===== src/logic/asram_pkg.sv =====
// Package for the asynchronous SRAM host controller: widths, timing and carrier types.
`default_nettype none
package asram_pkg;
  // Clock period in picoseconds (100 MHz).
  localparam int CLK_PERIOD_PS = 10000;
  // Pin widths.
  localparam int ADDR_W = 19;
  localparam int DATA_W = 8;
  // Timing figures in ns, fast grade then slow grade.
  localparam int READ_CYCLE_TIME_NS_FAST           = 70;
  localparam int READ_CYCLE_TIME_NS_SLOW           = 85;
  localparam int ADDRESS_ACCESS_TIME_NS_FAST       = 70;
  localparam int ADDRESS_ACCESS_TIME_NS_SLOW       = 85;
  localparam int OUTPUT_ENABLE_ACCESS_TIME_NS_FAST = 40;
  localparam int OUTPUT_ENABLE_ACCESS_TIME_NS_SLOW = 85;
  localparam int DISABLE_TO_FLOAT_TIME_NS_FAST     = 25;
  localparam int DISABLE_TO_FLOAT_TIME_NS_SLOW     = 30;
  localparam int DESELECT_TO_FLOAT_TIME_NS         = 30;
  localparam int SELECT_TO_WRITE_END_NS_FAST       = 60;
  localparam int SELECT_TO_WRITE_END_NS_SLOW       = 70;
  localparam int ADDRESS_TO_WRITE_END_NS_FAST      = 60;
  localparam int ADDRESS_TO_WRITE_END_NS_SLOW      = 70;
  localparam int DATA_SETUP_TIME_NS_FAST           = 35;
  localparam int DATA_SETUP_TIME_NS_SLOW           = 40;
  localparam int STROBE_TO_FLOAT_TIME_NS_FAST      = 20;
  localparam int STROBE_TO_FLOAT_TIME_NS_SLOW      = 25;
  localparam int WRITE_RECOVERY_TIME_NS            = 0;
  localparam int DATA_HOLD_TIME_NS                 = 0;
  localparam int DESELECT_TO_RETENTION_TIME_NS     = 0;
  // Cycle counts; a least time rounds up and never falls below one cycle.
  function automatic int ns_to_cyc(input int ns);
    int c;
    c = (ns * 1000 + CLK_PERIOD_PS - 1) / CLK_PERIOD_PS;
    return (c < 1) ? 1 : c;
  endfunction
  localparam int CYC_READ_FAST  = ns_to_cyc(ADDRESS_ACCESS_TIME_NS_FAST);
  localparam int CYC_READ_SLOW  = ns_to_cyc(ADDRESS_ACCESS_TIME_NS_SLOW);
  localparam int CYC_FLOAT_FAST = ns_to_cyc(DESELECT_TO_FLOAT_TIME_NS);
  localparam int CYC_FLOAT_SLOW = ns_to_cyc(DESELECT_TO_FLOAT_TIME_NS);
  localparam int CYC_WSTR_FAST  = ns_to_cyc(SELECT_TO_WRITE_END_NS_FAST);
  localparam int CYC_WSTR_SLOW  = ns_to_cyc(SELECT_TO_WRITE_END_NS_SLOW);
  localparam int CYC_TURN_FAST  = ns_to_cyc(DISABLE_TO_FLOAT_TIME_NS_FAST);
  localparam int CYC_TURN_SLOW  = ns_to_cyc(DISABLE_TO_FLOAT_TIME_NS_SLOW);
  localparam int CYC_RCV_FAST   = ns_to_cyc(READ_CYCLE_TIME_NS_FAST);
  localparam int CYC_RCV_SLOW   = ns_to_cyc(READ_CYCLE_TIME_NS_SLOW);
  localparam int CYC_HOLD       = ns_to_cyc(DATA_HOLD_TIME_NS);
  localparam int CNT_W = 4;
  // Pins toward the memory, all driven from flip-flops.
  typedef struct packed {
    logic [ADDR_W-1:0] addr;
    logic              select_active_low_n;
    logic              select_active_high;
    logic              write_strobe_n;
    logic              output_enable_n;
    logic [DATA_W-1:0] dq_out;
    logic              dq_oe;
  } asram_pins_t;
  // User request.
  typedef struct packed {
    logic              write;
    logic [ADDR_W-1:0] addr;
    logic [DATA_W-1:0] wdata;
  } asram_req_t;
endpackage
`default_nettype wire


===== src/logic/asram_host.sv =====
// Host controller that drives an asynchronous 8-bit SRAM through its pins.
`timescale 1ns/1ps
`default_nettype none
// How it works
// - Write starts when all three are active; first release ends it.
// - Host presents write data once the turn time after strobe fall has passed, well before the terminating edge.
// - Address changes only after strobe has risen, recovery zero or more.
// - Output enable held deasserted through every write.
// - Host drives data only after memory outputs have had time to float.
// - Selects stay active the full strobe time before write end.
// - Address held stable the full strobe time before write end.
// - Write data held through the strobe rising edge.
// - Address is valid no later than the selects become active.
// - Device is deselected before retention is entered.
// - After retention, wait one read cycle time before selecting again.
// - 19-bit byte address and eight data lines.
module asram_host #(
  parameter bit SLOW_GRADE = 1'b0
) (
  input  wire logic                       clock,
  input  wire logic                       arst_n,
  input  wire asram_pkg::asram_req_t      req,
  input  wire logic                       req_valid,
  output var  logic                       req_ready,
  output var  logic [asram_pkg::DATA_W-1:0] rdata,
  output var  logic                       rdata_valid,
  output var  logic                       write_done,
  input  wire logic                       retention_req,
  output var  logic                       retention_ok,
  output var  asram_pkg::asram_pins_t     pins,
  input  wire logic [asram_pkg::DATA_W-1:0] dq_in
);
  import asram_pkg::*;

  // Grade-dependent counts, all rounded up to whole cycles.
  localparam int RD_CYC  = SLOW_GRADE ? CYC_READ_SLOW  : CYC_READ_FAST;
  localparam int WR_CYC  = SLOW_GRADE ? CYC_WSTR_SLOW  : CYC_WSTR_FAST;
  localparam int FL_CYC  = SLOW_GRADE ? CYC_FLOAT_SLOW : CYC_FLOAT_FAST;
  localparam int TU_CYC  = SLOW_GRADE ? CYC_TURN_SLOW  : CYC_TURN_FAST;
  localparam int RC_CYC  = SLOW_GRADE ? CYC_RCV_SLOW   : CYC_RCV_FAST;
  // Three stages plus the agreeing output flop: a new level needs four cycles to show.
  localparam int SYNC_LAT = 4;
  localparam int RS_CYC   = RD_CYC + SYNC_LAT;
  localparam int CNT_MAX  = (1 << CNT_W) - 1;

  // A count beyond the counter would wrap and cut an interval short, so refuse it.
  if (RS_CYC > CNT_MAX || WR_CYC > CNT_MAX || RC_CYC > CNT_MAX ||
      TU_CYC > CNT_MAX || FL_CYC > CNT_MAX) begin : g_cnt_chk
    $error("asram_host: timing count exceeds counter width");
  end

  typedef enum logic [2:0] {
    ASRAM_IDLE   = 3'b000,
    ASRAM_RD     = 3'b001,
    ASRAM_FLOAT  = 3'b010,
    ASRAM_WR     = 3'b011,
    ASRAM_WHOLD  = 3'b100,
    ASRAM_RET    = 3'b101,
    ASRAM_RECOV  = 3'b110
  } asram_state_t;

  asram_state_t       state_r, state_nxt;
  logic [CNT_W-1:0]   cnt_r, cnt_nxt;
  asram_pins_t        pins_r, pins_nxt;
  logic [DATA_W-1:0]  rdata_r, rdata_nxt;
  logic               rvalid_r, rvalid_nxt;
  logic               wdone_r, wdone_nxt;
  logic               ready_r, ready_nxt;
  logic               ret_r, ret_nxt;
  logic [DATA_W-1:0]  dq_sync;

  // Data pins arrive without a clock relation, so they pass the synchroniser.
  asram_sync #(
    .WIDTH (DATA_W)
  ) u_dq_sync (
    .clock  (clock),
    .arst_n (arst_n),
    .d      (dq_in),
    .q      (dq_sync)
  );

  // Next-state logic for the access sequencer and every pin.
  always_comb begin
    state_nxt  = state_r;
    cnt_nxt    = (cnt_r != '0) ? cnt_r - 1'b1 : cnt_r;
    pins_nxt   = pins_r;
    rdata_nxt  = rdata_r;
    rvalid_nxt = 1'b0;
    wdone_nxt  = 1'b0;
    ready_nxt  = 1'b0;
    ret_nxt    = ret_r;
    unique case (state_r)
      ASRAM_IDLE: begin
        ready_nxt = 1'b1;
        if (retention_req) begin
          // Already deselected here, so retention may begin at once.
          ready_nxt = 1'b0;
          ret_nxt   = 1'b1;
          state_nxt = ASRAM_RET;
        end else if (req_valid && ready_r) begin
          ready_nxt = 1'b0;
          // Address and selects change in one edge from flops: address never later.
          pins_nxt.addr                = req.addr;
          pins_nxt.select_active_low_n = 1'b0;
          pins_nxt.select_active_high  = 1'b1;
          if (req.write) begin
            // Output enable stays high so the memory never drives during writes.
            pins_nxt.output_enable_n = 1'b1;
            pins_nxt.write_strobe_n  = 1'b0;
            pins_nxt.dq_out          = req.wdata;
            pins_nxt.dq_oe           = 1'b0;
            cnt_nxt                  = CNT_W'(TU_CYC);
            state_nxt                = ASRAM_WR;
          end else begin
            pins_nxt.output_enable_n = 1'b0;
            pins_nxt.write_strobe_n  = 1'b1;
            cnt_nxt                  = CNT_W'(RS_CYC);
            state_nxt                = ASRAM_RD;
          end
        end
      end
      ASRAM_RD: begin
        // Sample only after the worst access time plus synchroniser delay.
        if (cnt_r == '0) begin
          rdata_nxt                    = dq_sync;
          rvalid_nxt                   = 1'b1;
          pins_nxt.output_enable_n     = 1'b1;
          pins_nxt.select_active_low_n = 1'b1;
          pins_nxt.select_active_high  = 1'b0;
          cnt_nxt                      = CNT_W'(FL_CYC);
          state_nxt                    = ASRAM_FLOAT;
        end
      end
      ASRAM_FLOAT: begin
        // Let the memory release the bus before the next access can start.
        if (cnt_r == '0) begin
          state_nxt = ASRAM_IDLE;
        end
      end
      ASRAM_WR: begin
        // Drive only once the memory has had its float time after strobe fell.
        if (cnt_r == '0 && !pins_r.dq_oe) begin
          pins_nxt.dq_oe = 1'b1;
          cnt_nxt        = CNT_W'(WR_CYC);
        end else if (cnt_r == '0) begin
          // Strobe rises first; selects, address and data still stand.
          pins_nxt.write_strobe_n = 1'b1;
          cnt_nxt                 = CNT_W'(CYC_HOLD);
          state_nxt               = ASRAM_WHOLD;
        end
      end
      ASRAM_WHOLD: begin
        if (cnt_r == '0) begin
          // Recovery is zero, but release two cycles after the strobe rises for margin.
          pins_nxt.dq_oe               = 1'b0;
          pins_nxt.select_active_low_n = 1'b1;
          pins_nxt.select_active_high  = 1'b0;
          wdone_nxt                    = 1'b1;
          state_nxt                    = ASRAM_IDLE;
        end
      end
      ASRAM_RET: begin
        // Selects hold inactive for the whole low-supply period.
        if (!retention_req) begin
          ret_nxt   = 1'b0;
          cnt_nxt   = CNT_W'(RC_CYC);
          state_nxt = ASRAM_RECOV;
        end
      end
      ASRAM_RECOV: begin
        if (cnt_r == '0) begin
          state_nxt = ASRAM_IDLE;
        end
      end
      default: begin
        state_nxt = ASRAM_IDLE;
      end
    endcase
  end

  // Registers; reset leaves the memory deselected with the bus released.
  always_ff @(posedge clock or negedge arst_n) begin
    if (!arst_n) begin
      state_r  <= ASRAM_IDLE;
      cnt_r    <= '0;
      pins_r   <= '{addr: '0, select_active_low_n: 1'b1, select_active_high: 1'b0,
                    write_strobe_n: 1'b1, output_enable_n: 1'b1, dq_out: '0, dq_oe: 1'b0};
      rdata_r  <= '0;
      rvalid_r <= 1'b0;
      wdone_r  <= 1'b0;
      ready_r  <= 1'b0;
      ret_r    <= 1'b0;
    end else begin
      state_r  <= state_nxt;
      cnt_r    <= cnt_nxt;
      pins_r   <= pins_nxt;
      rdata_r  <= rdata_nxt;
      rvalid_r <= rvalid_nxt;
      wdone_r  <= wdone_nxt;
      ready_r  <= ready_nxt;
      ret_r    <= ret_nxt;
    end
  end

  assign pins         = pins_r;
  assign rdata        = rdata_r;
  assign rdata_valid  = rvalid_r;
  assign write_done   = wdone_r;
  assign req_ready    = ready_r;
  assign retention_ok = ret_r;
endmodule
`default_nettype wire


===== src/logic/asram_sync.sv =====
// Three-stage input synchroniser; the output moves once stages two and three agree.
`timescale 1ns/1ps
`default_nettype none
module asram_sync #(
  parameter int WIDTH = 8
) (
  input  wire logic             clock,
  input  wire logic             arst_n,
  input  wire logic [WIDTH-1:0] d,
  output var  logic [WIDTH-1:0] q
);
  logic [WIDTH-1:0] s1_r, s2_r, s3_r, q_r;
  logic [WIDTH-1:0] q_nxt;

  // Per bit, accept a new level only when the later stages agree, filtering a late settle.
  always_comb begin
    for (int i = 0; i < WIDTH; i++) begin
      q_nxt[i] = (s2_r[i] == s3_r[i]) ? s3_r[i] : q_r[i];
    end
  end

  // The first stage feeds only the second.
  always_ff @(posedge clock or negedge arst_n) begin
    if (!arst_n) begin
      s1_r <= '0;
      s2_r <= '0;
      s3_r <= '0;
      q_r  <= '0;
    end else begin
      s1_r <= d;
      s2_r <= s1_r;
      s3_r <= s2_r;
      q_r  <= q_nxt;
    end
  end

  assign q = q_r;
endmodule
`default_nettype wire


===== config.mk =====
export PLATFORM = sky130hd
export DESIGN_NAME = asram_host
export DESIGN_NICKNAME = d
export VERILOG_FILES = /design/src/logic/asram_pkg.sv /design/src/logic/asram_host.sv /design/src/logic/asram_sync.sv
export SDC_FILE = /design/constraint.sdc
export NUM_CORES = 1
export LEC_CHECK = 0
export ABC_CLOCK_PERIOD_IN_PS = 1900
export BUFFER_PORTS_ARGS = -buffer_cell sky130_fd_sc_hd__buf_2
export CAP_MARGIN = 20
export CORE_UTILIZATION = 45
export CTS_CLUSTER_DIAMETER = 60
export DETAILED_ROUTE_END_ITERATION = 12
export PLACE_DENSITY_LB_ADDON = 0.15
export REMOVE_ABC_BUFFERS = 1
export SYNTH_ARGS = -nofsm -noshare
export SYNTH_HDL_FRONTEND = slang
export SYNTH_SLANG_ARGS = --single-unit

===== constraint.sdc =====
create_clock -name clock -period 1.9 [get_ports clock]
set_clock_uncertainty 0.15 [all_clocks]
set_input_delay 0.57 -clock clock [delete_from_list [all_inputs] [get_ports clock]]
set_output_delay 0.57 -clock clock [all_outputs]
set_load 0.03 [all_outputs]

Word level (Yosys, flattened, before mapping). Index checks and enable logic that the tools add are counted.

Add/subtract/negate cells: 1. $mul: 0. Div/mod/pow operators: 0. $lt $le $gt $ge: 0. Eq/ne operators: 27. Shift-type cells: 0. Multiplexer cells: 40. Bitwise operators: 1. Reductions and logical operators: 22.

Operator list (count): two-way mux 4 bit (8); two-way mux 13 bit (2); two-way mux 3 bit (7); != test 2 bit (second input constant) (10); case mux 4 bit (4 select lines) (1); case mux 3 bit (5 select lines) (1); two-way mux 1 bit (12); AND reduction 4 bit (3); AND reduction 6 bit (2); equality test 3 bit (second input constant) (3); two-way mux 9 bit (1); equality test 1 bit (8); nonzero test 2 bit (4); equality test 3 x 2 -> 1 bit (second input constant) (2); two-way mux 2 bit (3); case mux 1 bit (2 select lines) (3); AND reduction 3 bit (2); AND reduction 5 bit (1); logical NOT 4 bit (1); != test 2 x 1 -> 1 bit (second input constant) (2); case mux 2 bit (2 select lines) (1); nonzero test 4 bit (1); subtractor 4 x 1 -> 4 bit (second input constant) (1); equality test 3 x 1 -> 1 bit (second input constant) (1); 10 further kinds (11).

Register bits: 83. Bits in latches: 0. RAM bits: 0. ROM bits: 0. Input bits: 40. Output and inout port bits: 44. Word-level logic and storage cells: 116. Memories: 0.

Depth between registers and ports, before layout. Gate-level depths: netlist of run 1.

Depth after elaboration: 5. Mapped depth: 8. Gate-level depth less buffers: 8.

Hierarchy. A second synthesis of run 1 with hierarchy kept.

Cell total of the unflattened synthesis: 276. Area, all modules: 3216.8 um2.

Modules (own cells, without submodules): asram_host (instances 1, cells each 236, area each 2326.0 um2, seq. area each 1280.0 um2); asram_sync (instances 1, cells each 40, area each 890.9 um2, seq. area each 800.8 um2).

Worst setup path after synthesis of run 1. No wires, ideal clock.

Kind: input -> register. Start: in retention_req. End: reg pins_r (netlist bit pins[1]). Library setup time: 0.125 ns. Data arrival time: 1.733 ns. Required time: 1.625 ns. Slack: -0.108 ns. Stages on the path: 4. Path buffers: 2. Cells stage by stage: clkbuf_1 or4_1 buf_6 mux2_4.

Longest elaborated chain between the ends: 2.

RTL lines: start, declared (line asram_host.sv:28) `input wire logic retention_req,`; inverter 1 bit (no source line); AND reduction 4 bit (no source line); end signal, assigned (line asram_host.sv:186) `pins_r <= '{addr: '0, select_active_low_n: 1'b1, select_active_high: 1'b0,`; end signal, assigned (line asram_host.sv:196) `pins_r <= pins_nxt;`; end, declared (line asram_host.sv:64) `asram_pins_t pins_r, pins_nxt;`.

Every way passes these cells. A chain may end at the register's enable or synchronous reset.

Worst setup path after layout of run 1.
Start: reg state_r[0]. End: reg pins_r (netlist bit pins[8]).

Longest elaborated chain between the ends: 2.

RTL lines: start, declared (line asram_host.sv:62) `asram_state_t state_r, state_nxt;`; start signal, assigned (line asram_host.sv:194) `state_r <= state_nxt;`; logical NOT 3 bit (line asram_host.sv:92) `unique case (state_r)`; AND reduction 4 bit (no source line).

Every way passes these cells.

==> results of run 1 <==
[sequential cells by signal (all words and copies together), names as in the netlist]
| register | cells |
|---|---|
| cnt_r | 4 |
| pins | 32 |
| rdata | 8 |
| rdata_valid | 1 |
| req_ready | 1 |
| retention_ok | 1 |
| state_r | 3 |
| u_dq_sync.q | 8 |
| u_dq_sync.s1_r | 8 |
| u_dq_sync.s2_r | 8 |
| u_dq_sync.s3_r | 8 |
| write_done | 1 |
[worst max path at each step]
| stage | to | slack [ns] |
|---|---|---|
| after global routing | pins[15] | -0.07 |
| after floorplan | pins[27] | -0.62 |
| after global placement | pins[7] | -0.12 |
| final | pins[8] | -0.03 |
| after CTS | pins[8] | -0.03 |
| after detailed placement | pins[8] | -0.13 |
[metal layers]
| metal | track usage, % | vias up | wire length, um |
|---|---|---|---|
| met3 | 5.294 | 8 | 351 |
| met5 | 0 | - | 0 |
| met1 | 22.79 | 1042 | 2852 |
| met2 | 25.38 | 88 | 2737 |
| met4 | 6.364 | 0 | 77 |
| li1 | - | 988 | - |
[area by class of cell]
class | count | area, sq um | area share [%]
Clock buffer | 10 | 127.6 | 3.035
Clock inverter | 6 | 48.80 | 1.160
Inverter | 7 | 26.28 | 0.6248
Multi-Input combinational cell | 112 | 1074 | 25.53
Sequential cell | 83 | 2081 | 49.48
Tap cell | 80 | 100.1 | 2.380
Timing Repair Buffer | 114 | 748.2 | 17.79
[power groups by stage]
stage | registers [mW] | clock network [mW] | logic [mW]
after floorplan | 2.86 | 0 | 0.659
after global placement | 2.35 | 0 | 1.77
after detailed placement | 2.35 | 0 | 1.80
after CTS | 2.32 | 1.17 | 1.83
after global routing | 2.37 | 1.24 | 2.13
final | 2.32 | 1.13 | 1.97
[layout by cell type, fill, tap and decap left out, drive strengths merged, types with 2 or more instances in the layout]
| cell type | instances |
|---|---|
| a31oi | 4 |
| o21ai | 8 |
| maj3 | 8 |
| mux2i | 2 |
| a22oi | 2 |
| clkbuf | 12 |
| mux2 | 36 |
| dfstp | 3 |
| a21oi | 3 |
| nor2 | 7 |
| o31ai | 3 |
| buf | 111 |
| ha | 2 |
| nor4bb | 3 |
| dfrtp | 80 |
| nor3 | 3 |
| clkinvlp | 2 |
| inv | 10 |
| nand4b | 2 |
| nand2 | 3 |
| and3 | 2 |
| o211ai | 4 |
| nor2b | 5 |
[cells by family (layout without fill, tap and decap cells)]
family / Yosys count / count (layout) / share of synthesized area, %
compound gates: 33 / 33 / 7.245
fa+ha+maj: 10 / 10 / 3.344
buf+inv: 17 / 137 / 2.428
flops: 83 / 83 / 66.20
mux: 38 / 38 / 14.49
simple gates: 31 / 31 / 6.290
[what timing repair did]
item                                    CTS  global route
endpoints found under the setup margin    8            30
hold endpoints to repair                  4             0
resized for setup                         4            23
setup buffers                             2             4
gates cloned                              1             3
hold buffers                              1             0
[through the flow]
| stage | hold slack, ns | area [sq um] | setup slack [ns] |
|---|---|---|---|
| after floorplan | 0.1244 | 3093 | -0.6187 |
| after global placement | 0.1834 | 3805 | -0.1183 |
| after detailed placement | 0.1847 | 3805 | -0.1303 |
| final | 0.1804 | 4205 | -0.03324 |
| after CTS | 0.1618 | 4025 | -0.02826 |
| after global routing | 0.1520 | 4205 | -0.07079 |
==> metrics.csv, run 1 <==
metric,value,unit
dp_hpwl,3843,um
ctsHtreeMaxLevel,3,
core_area,6756,sq um
start_util,46.52,%
final_nets,369,
power.share.clock,20.8,%
required,1.98,ns
track_usage,16.75,%
path_class,flop to flop,
synth_edf_count,0,
fin_util,62.24,%
dpl.cell_count,385,
via_count,2126,
cp_slowest_cell,or4_4,
synth_top_area_cell,dfrtp_1,
dieArea,7323,sq um
crit_arrival,2.01,ns
drive_above_1_share,52.11,%
fin_setup_tns,-0.2164,ns
ys_warn_count,0,
hp-start,dq_in[3],
cts_tree,built,
syn_to_final_growth,33.80,%
clkLatencyLatePin,0.34,ns
wire_per_inst,14.61,um
grt_setup_unrepaired,true,
power_switching,1.932,mW
r2r_cells,4,
max_stage_delay,0.44,ns
finalCriticalPeriod,1.933,ns
worst-path-stages,4,
num_antenna_cells,0,
r2r_end,pins[8],
drcViolationCount,0,
finalSetupViolations,11,
worstSetupStartpoint,state_r[0],
power,5.425,mW
cts.path.max_buffers,2,
synth_area,3143,sq um
cts_sinks,83,
cp_top_family,simple AND/OR/NAND/NOR gates,
ys_types,43,
gp_congestion,0.7502,
antenna_found_initial,0,
fin_crit_sh,101.7,%
clkTransAtPathRegs,0.08,ns
cp-start-kind,flop,
p_int,3.493,mW
crit_fanout,5,
sw_frac_of_total,35.62,%
first_global_vias,2052,
synth-seq-cells,83,
status,finished with violations,
drv_slew,0,
worstMarginPinSlew,0.4298,ns
p_seq_share,42.9,%
ys_seq_area_share,66.20,%
die_h,85.58,um
grt_pass1_wl,9439,um
drt-initial-drc-count,95,
async_flop_share,100.0,%
ir_worst_vdd,0.6438,mV
slew-limit-headroom,70.95,%
grt_max_degree,45,
stdcell_count,412,
maxCapViolations,0,
reg2reg_slack,-0.03,ns
drt_pass1_iterations,4,
fp-row-count,30,
final.fill_count,540,
hold_viol_final,0,
io_pins,84,
cts_buffers,9,
synth.area.top_cells,"dfrtp_1, mux2_1, mux2_2, mux2_4, maj3_1",
max_freq,517.3,MHz
critPathBufInv,1,
ys.flop_type,dfrtp_1,
min_path_type,primary input to flop,
crit_chain,or3_4 -> or4_4 -> buf_6 -> mux2_4,
globalRouteOverflowTotal,0,
root_buffer,clkbuf_8,
synth_top_area_share,63.69,%
pwr-share-comb,36.3,%
die_width,85.58,um
yosysMostFrequentCell,dfrtp_1,
ys_top_cells_by_count,"dfrtp_1, mux2_1, mux2_2",
postRouteAntennaNets,0,
port_buffers,83,
viasPerCell,5.160,
powerDensity,1290,nW/um^2
postLayoutSetupSlackWorst,-0.03324,ns
violations,negative setup slack,
syn-mean-instance-area,14.83,sq um
min_to,u_dq_sync.s1_r[3],
synthCells,212,
r2r_start,state_r[0],
whs_path_depth,1,
wirelength,6018,um
leakage,2.166,nW
endpoint_kind,flop,
(Power assumes the default switching activity.)
==> inputs of run 2 (changes only) <==
- CTS_BUF_LIST: unset -> sky130_fd_sc_hd__clkbuf_16
==> run 2 against run 1 <==
The run still ends with negative setup slack left. Non-clock buffer count stayed put. Global-route usage is 0.12 points lower. Fmax is 0.44% lower. Largest cell class unchanged. Largest power group unchanged.
==> metrics.csv, run 2 (synthesized netlist as in run 1, its figures left out) <==
metric,value,unit
postLayoutSetupSlackWorst,-0.04175,ns
pwr-share-comb,33.5,%
drt_pass1_iterations,4,
wirelength,6046,um
io_pins,84,
power,5.877,mW
p_seq_share,39.7,%
max_freq,515.0,MHz
finalCriticalPeriod,1.942,ns
ctsHtreeMaxLevel,3,
drv_slew,0,
ir_worst_vdd,0.6953,mV
fin_crit_sh,102.2,%
drt-initial-drc-count,115,
core_area,6756,sq um
cts_sinks,83,
holdWs,0.1986,ns
slew-limit-headroom,70.85,%
viasPerCell,5.182,
leakage,2.216,nW
critPathBufInv,1,
endpoint_kind,flop,
powerDensity,1366,nW/um^2
globalRouteOverflowTotal,0,
die_h,85.58,um
p_int,3.896,mW
wire_per_inst,14.67,um
cp_top_family,simple AND/OR/NAND/NOR gates,
final.fill_count,529,
dieArea,7323,sq um
dpl.cell_count,385,
hold_viol_final,0,
grt_setup_unrepaired,true,
finalSetupViolations,18,
drcViolationCount,0,
postRouteAntennaNets,0,
crit_fanout,5,
fp-row-count,30,
regArea,2081,sq um
placed_area,3805,sq um
start_util,46.52,%
worstMarginPinSlew,0.4313,ns
grt_pass1_wl,9522,um
track_usage,16.62,%
dp_hpwl,3843,um
final_nets,369,
first_global_vias,2068,
max_stage_delay,0.44,ns
antenna_found_initial,0,
status,finished with violations,
maxCapViolations,0,
syn_to_final_growth,36.90,%
stdcell_count,412,
multi_input_area,1074,sq um
crit_arrival,2.00,ns
grt_max_degree,45,
cts.path.max_buffers,2,
cp-start-kind,flop,
port_buffers,83,
final_area,4303,sq um
path_class,flop to flop,
cts_tree,built,
num_antenna_cells,0,
min_path_type,flop to flop,
cts_buffers,9,
cp_slowest_cell,or4_4,
final_cell_mix,"buf_2, dfrtp_1, mux2_4, buf_4, clkbuf_16",
power_switching,1.981,mW
drive_above_1_share,52.11,%
root_buffer,clkbuf_16,
largest_reg_flops,32,
layout_commonest_cell,buf_2,
die_width,85.58,um
required,1.96,ns
crit_chain,or3_4 -> or4_4 -> buf_6 -> mux2_4,
clkTransAtPathRegs,0.06,ns
sw_frac_of_total,33.70,%
clkLatencyLatePin,0.32,ns
via_count,2135,
gp_congestion,0.7502,
power.share.clock,26.8,%
fin_util,63.69,%
violations,negative setup slack,
## run 2: cell types whose count changed in the layout (fill, tap and decap cells not counted)
cell | before | now
inv_1 | 6 | 7
buf_4 | 20 | 21
clkbuf_8 | 9 | 0
clkbuf_16 | 2 | 11
clkbuf_1 | 1 | 0
buf_6 | 6 | 5
## run 2: stage by stage
stage                     TNS [ns]  setup WS [ns]
final                      -0.3616       -0.04175
after global routing        -1.368       -0.06348
after CTS                  -0.1202       -0.02332
after detailed placement    -1.385        -0.1303
after global placement     -0.9411        -0.1183
after floorplan             -15.59        -0.6187
## run 2: timing repair
action                                  CTS  global route
setup buffers                             2             4
hold endpoints to repair                  4             0
resized for setup                         4            22
endpoints found under the setup margin    8            30
cloned                                    1             3
hold buffers                              1             0
## run 2: metal layers
layer | track usage, % | vias up | wire, um
met5 | 0 | - | 0
met4 | 5.455 | 0 | 53
met3 | 4.427 | 6 | 370
li1 | - | 991 | -
met2 | 25.38 | 85 | 2778
met1 | 23.39 | 1053 | 2843
## run 2: final timing paths
path                              startpoint                end  slack, ns  cells past startpoint
setup / recovery                  state_r[0]            pins[8]      -0.04                      4
hold / removal             u_dq_sync.s1_r[5]  u_dq_sync.s2_r[5]       0.20                      0
setup reg to reg                  state_r[0]            pins[8]      -0.04                      4
hold reg to reg            u_dq_sync.s1_r[5]  u_dq_sync.s2_r[5]       0.20                      0
max in group asynchronous             arst_n            pins[9]       0.69                      3
min in group asynchronous             arst_n         state_r[1]       0.46                      2
## run 2: final cells by class
type	instances	share of cell area [%]
clock buffer	9	5.234
clock inverter	7	1.221
inverter	7	0.6106
multi-input combinational	112	24.95
sequential	83	48.36
tap	80	2.326
timing repair buffer	114	17.30
## run 2: worst register-to-register path: stages, from the launching register on
cell	delay [ns]
dfrtp_1	0.39
or3_4	0.40
or4_4	0.44
buf_6	0.16
mux2_4	0.29
## run 2: power groups by stage
stage / Sequential (mW) / Clock, mW / Combinational, mW
final: 2.33 / 1.58 / 1.97
after global routing: 2.37 / 1.70 / 2.12
after CTS: 2.33 / 1.63 / 1.83
after detailed placement: 2.35 / 0 / 1.80
after global placement: 2.35 / 0 / 1.77
after floorplan: 2.86 / 0 / 0.659
==> inputs of run 3 (changes only) <==
- SYNTH_HIERARCHICAL: unset -> 1
==> run 3 against run 2 <==
The run now ends clean. Sequential power is 7% higher. Clock-buffer cell count stayed put. Clock power rose by 9%. Fmax increased by 4.2%. Total power increased by 18%. Global-route usage grew 1.9 points. Wire length up 8.0%. Via count increased by 8.8%. Non-clock buffer count decreased by 9. Utilization down 1.1 points. Critical endpoint is now cnt_r[3]. Highest routed layer unchanged.
==> metrics.csv, run 3 <==
metric,value,unit
maxCapViolations,0,
synth-seq-cells,83,
synth_edf_count,0,
r2r_end,cnt_r[3],
whs_path_depth,1,
cts_buffers,9,
leakage,2.166,nW
synth_top_area_cell,dfrtp_1,
cts.path.max_buffers,2,
synth.area.top_cells,"dfrtp_1, nand2_1, mux2_2, maj3_2, o21ai_0",
holdWs,0.1892,ns
ys_seq_area_share,64.68,%
dp_hpwl,4519,um
regArea,2082,sq um
ir_worst_vdd,0.7225,mV
grt_setup_unrepaired,true,
gp_congestion,0.8508,
slew-limit-headroom,76.53,%
globalRouteOverflowTotal,0,
hold_viol_final,0,
ys_warn_count,6,
die_width,86.55,um
min_to,u_dq_sync/s1_r[7],
drcViolationCount,0,
postRouteAntennaNets,0,
multi_input_area,1094,sq um
drv_slew,0,
cts_sinks,83,
ctsHtreeMaxLevel,3,
r2r_start,cnt_r[1],
syn_to_final_growth,32.83,%
drt_pass1_iterations,4,
wire_per_inst,13.63,um
path_class,flop to flop,
ys_top_cells_by_count,"dfrtp_1, nand2_1, o21ai_0",
cts_tree,built,
first_global_vias,2235,
fin_setup_tns,0,ns
largest_reg_flops,32,
core_area,6832,sq um
endpoint_kind,flop,
max_freq,536.6,MHz
final.fill_count,574,
clkTransAtPathRegs,0.07,ns
num_antenna_cells,0,
cp-start-kind,flop,
hp-start,dq_in[7],
dieArea,7491,sq um
viasPerCell,4.850,
die_h,86.55,um
worstMarginPinSlew,0.3476,ns
final_nets,420,
synth_area,3217,sq um
wirelength,6527,um
crit_fanout,5,
finalSetupViolations,0,
fin_crit_sh,98.08,%
crit_arrival,1.93,ns
port_buffers,83,
ys.flop_type,dfrtp_1,
final_cell_mix,"buf_2, dfrtp_1, nand2_1, mux2_2, buf_4",
drive_above_1_share,42.82,%
worstSetupStartpoint,cnt_r[1],
yosysMostFrequentCell,dfrtp_1,
min_path_type,primary input to flop,
io_pins,84,
drt-initial-drc-count,58,
via_count,2323,
antenna_found_initial,0,
ys_types,43,
syn-mean-instance-area,11.66,sq um
powerDensity,1621,nW/um^2
grt_max_degree,39,
track_usage,18.51,%
grt_pass1_wl,10330,um
synth_top_area_share,62.23,%
root_buffer,clkbuf_16,
reg2reg_slack,0.04,ns
synthCells,276,
async_flop_share,100.0,%
status,finished clean,
required,1.97,ns
layout_commonest_cell,buf_2,
r2r_cells,9,
start_util,47.09,%
fp-row-count,30,
finalCriticalPeriod,1.863,ns
clkLatencyLatePin,0.33,ns
-- run 3: changes by cell type after synthesis, moves of 3 or more --
cell,change
o21ai_0,+11
nor4bb_1,-3
mux2_4,-8
a21oi_1,+7
maj3_2,+8
maj3_1,-8
o211ai_1,-3
a31oi_1,-4
nand2_1,+69
mux2_2,+4
mux2_1,-16
nor2_1,+3
o31ai_1,-3
nand3_1,+3
-- run 3: metrics by stage --
step / setup slack [ns] / cell area, sq um / std cells / utilization [%] / total power, mW
after floorplan: -0.1543 / 3146 / 262 / - / 4.159
after detailed placement: -0.08205 / 3876 / 460 / 56.74 / 5.063
after global placement: 0.03408 / 3876 / 460 / 56.74 / 5.027
final: 0.03655 / 4273 / 479 / 62.55 / 6.927
after global routing: -0.08626 / 4273 / 479 / 62.55 / 7.337
after CTS: -0.004221 / 4214 / 478 / 61.69 / 6.877
-- run 3: how the worst max path moves through the flow --
stage / cells after the start / slack, ns / end
floorplan: 4 / -0.15 / pins[1]
global placement: 10 / 0.03 / cnt_r[0]
detailed placement: 10 / -0.08 / cnt_r[0]
CTS: 10 / -0.004 / cnt_r[0]
global route: 10 / -0.09 / cnt_r[0]
finish: 9 / 0.04 / cnt_r[3]
-- run 3: worst max-delay path, cell delays in order (launching register included) --
cell and delay, ns:
dfrtp_1 0.38, inv_2 0.08, ha_4 0.15, nor3b_4 0.22
buf_6 0.16, inv_6 0.05, nor4_4 0.26, a21oi_2 0.05
a21oi_1 0.16, o22ai_1 0.09
-- run 3: repair_timing --
action	CTS	global route
setup buffers	1	1
hold buffers	1	0
pin swaps	0	8
hold endpoints to repair	19	0
setup endpoints to repair	12	9
resized for setup	6	16
-- run 3: cell type report --
| class | count | share of cell area (%) |
|---|---|---|
| flip-flops and latches | 83 | 48.73 |
| multi-input cells | 173 | 25.59 |
| repair buffers | 105 | 15.14 |
| clock buffers | 9 | 5.271 |
| well taps | 96 | 2.811 |
| clock inverters | 7 | 1.816 |
| inverters | 6 | 0.6442 |
-- run 3: routing by layer --
layer / global-route usage [%] / share of wire (%)
met1: 23.85 / 46
met2: 29.80 / 47
met3: 4.857 / 4.6
met4: 7.727 / 1.9
met5: 0 / 0
-- run 3: report_power, final --
group          internal (mW)  switching [mW]
clock network           1.03           0.705
logic                   1.03            1.67
registers               2.24           0.258
-- run 3: logic make-up (layout without fill, tap and decap cells) --
kind of cell,count (synthesis),after routing,share of synthesized area [%]
muxes,17,17,5.912
adders and majority gates,10,10,3.578
AOI/OAI and AO/OA,41,41,7.663
buffers and inverters,20,127,2.995
and+or+nand+nor,105,105,15.17
DFF,83,83,64.68
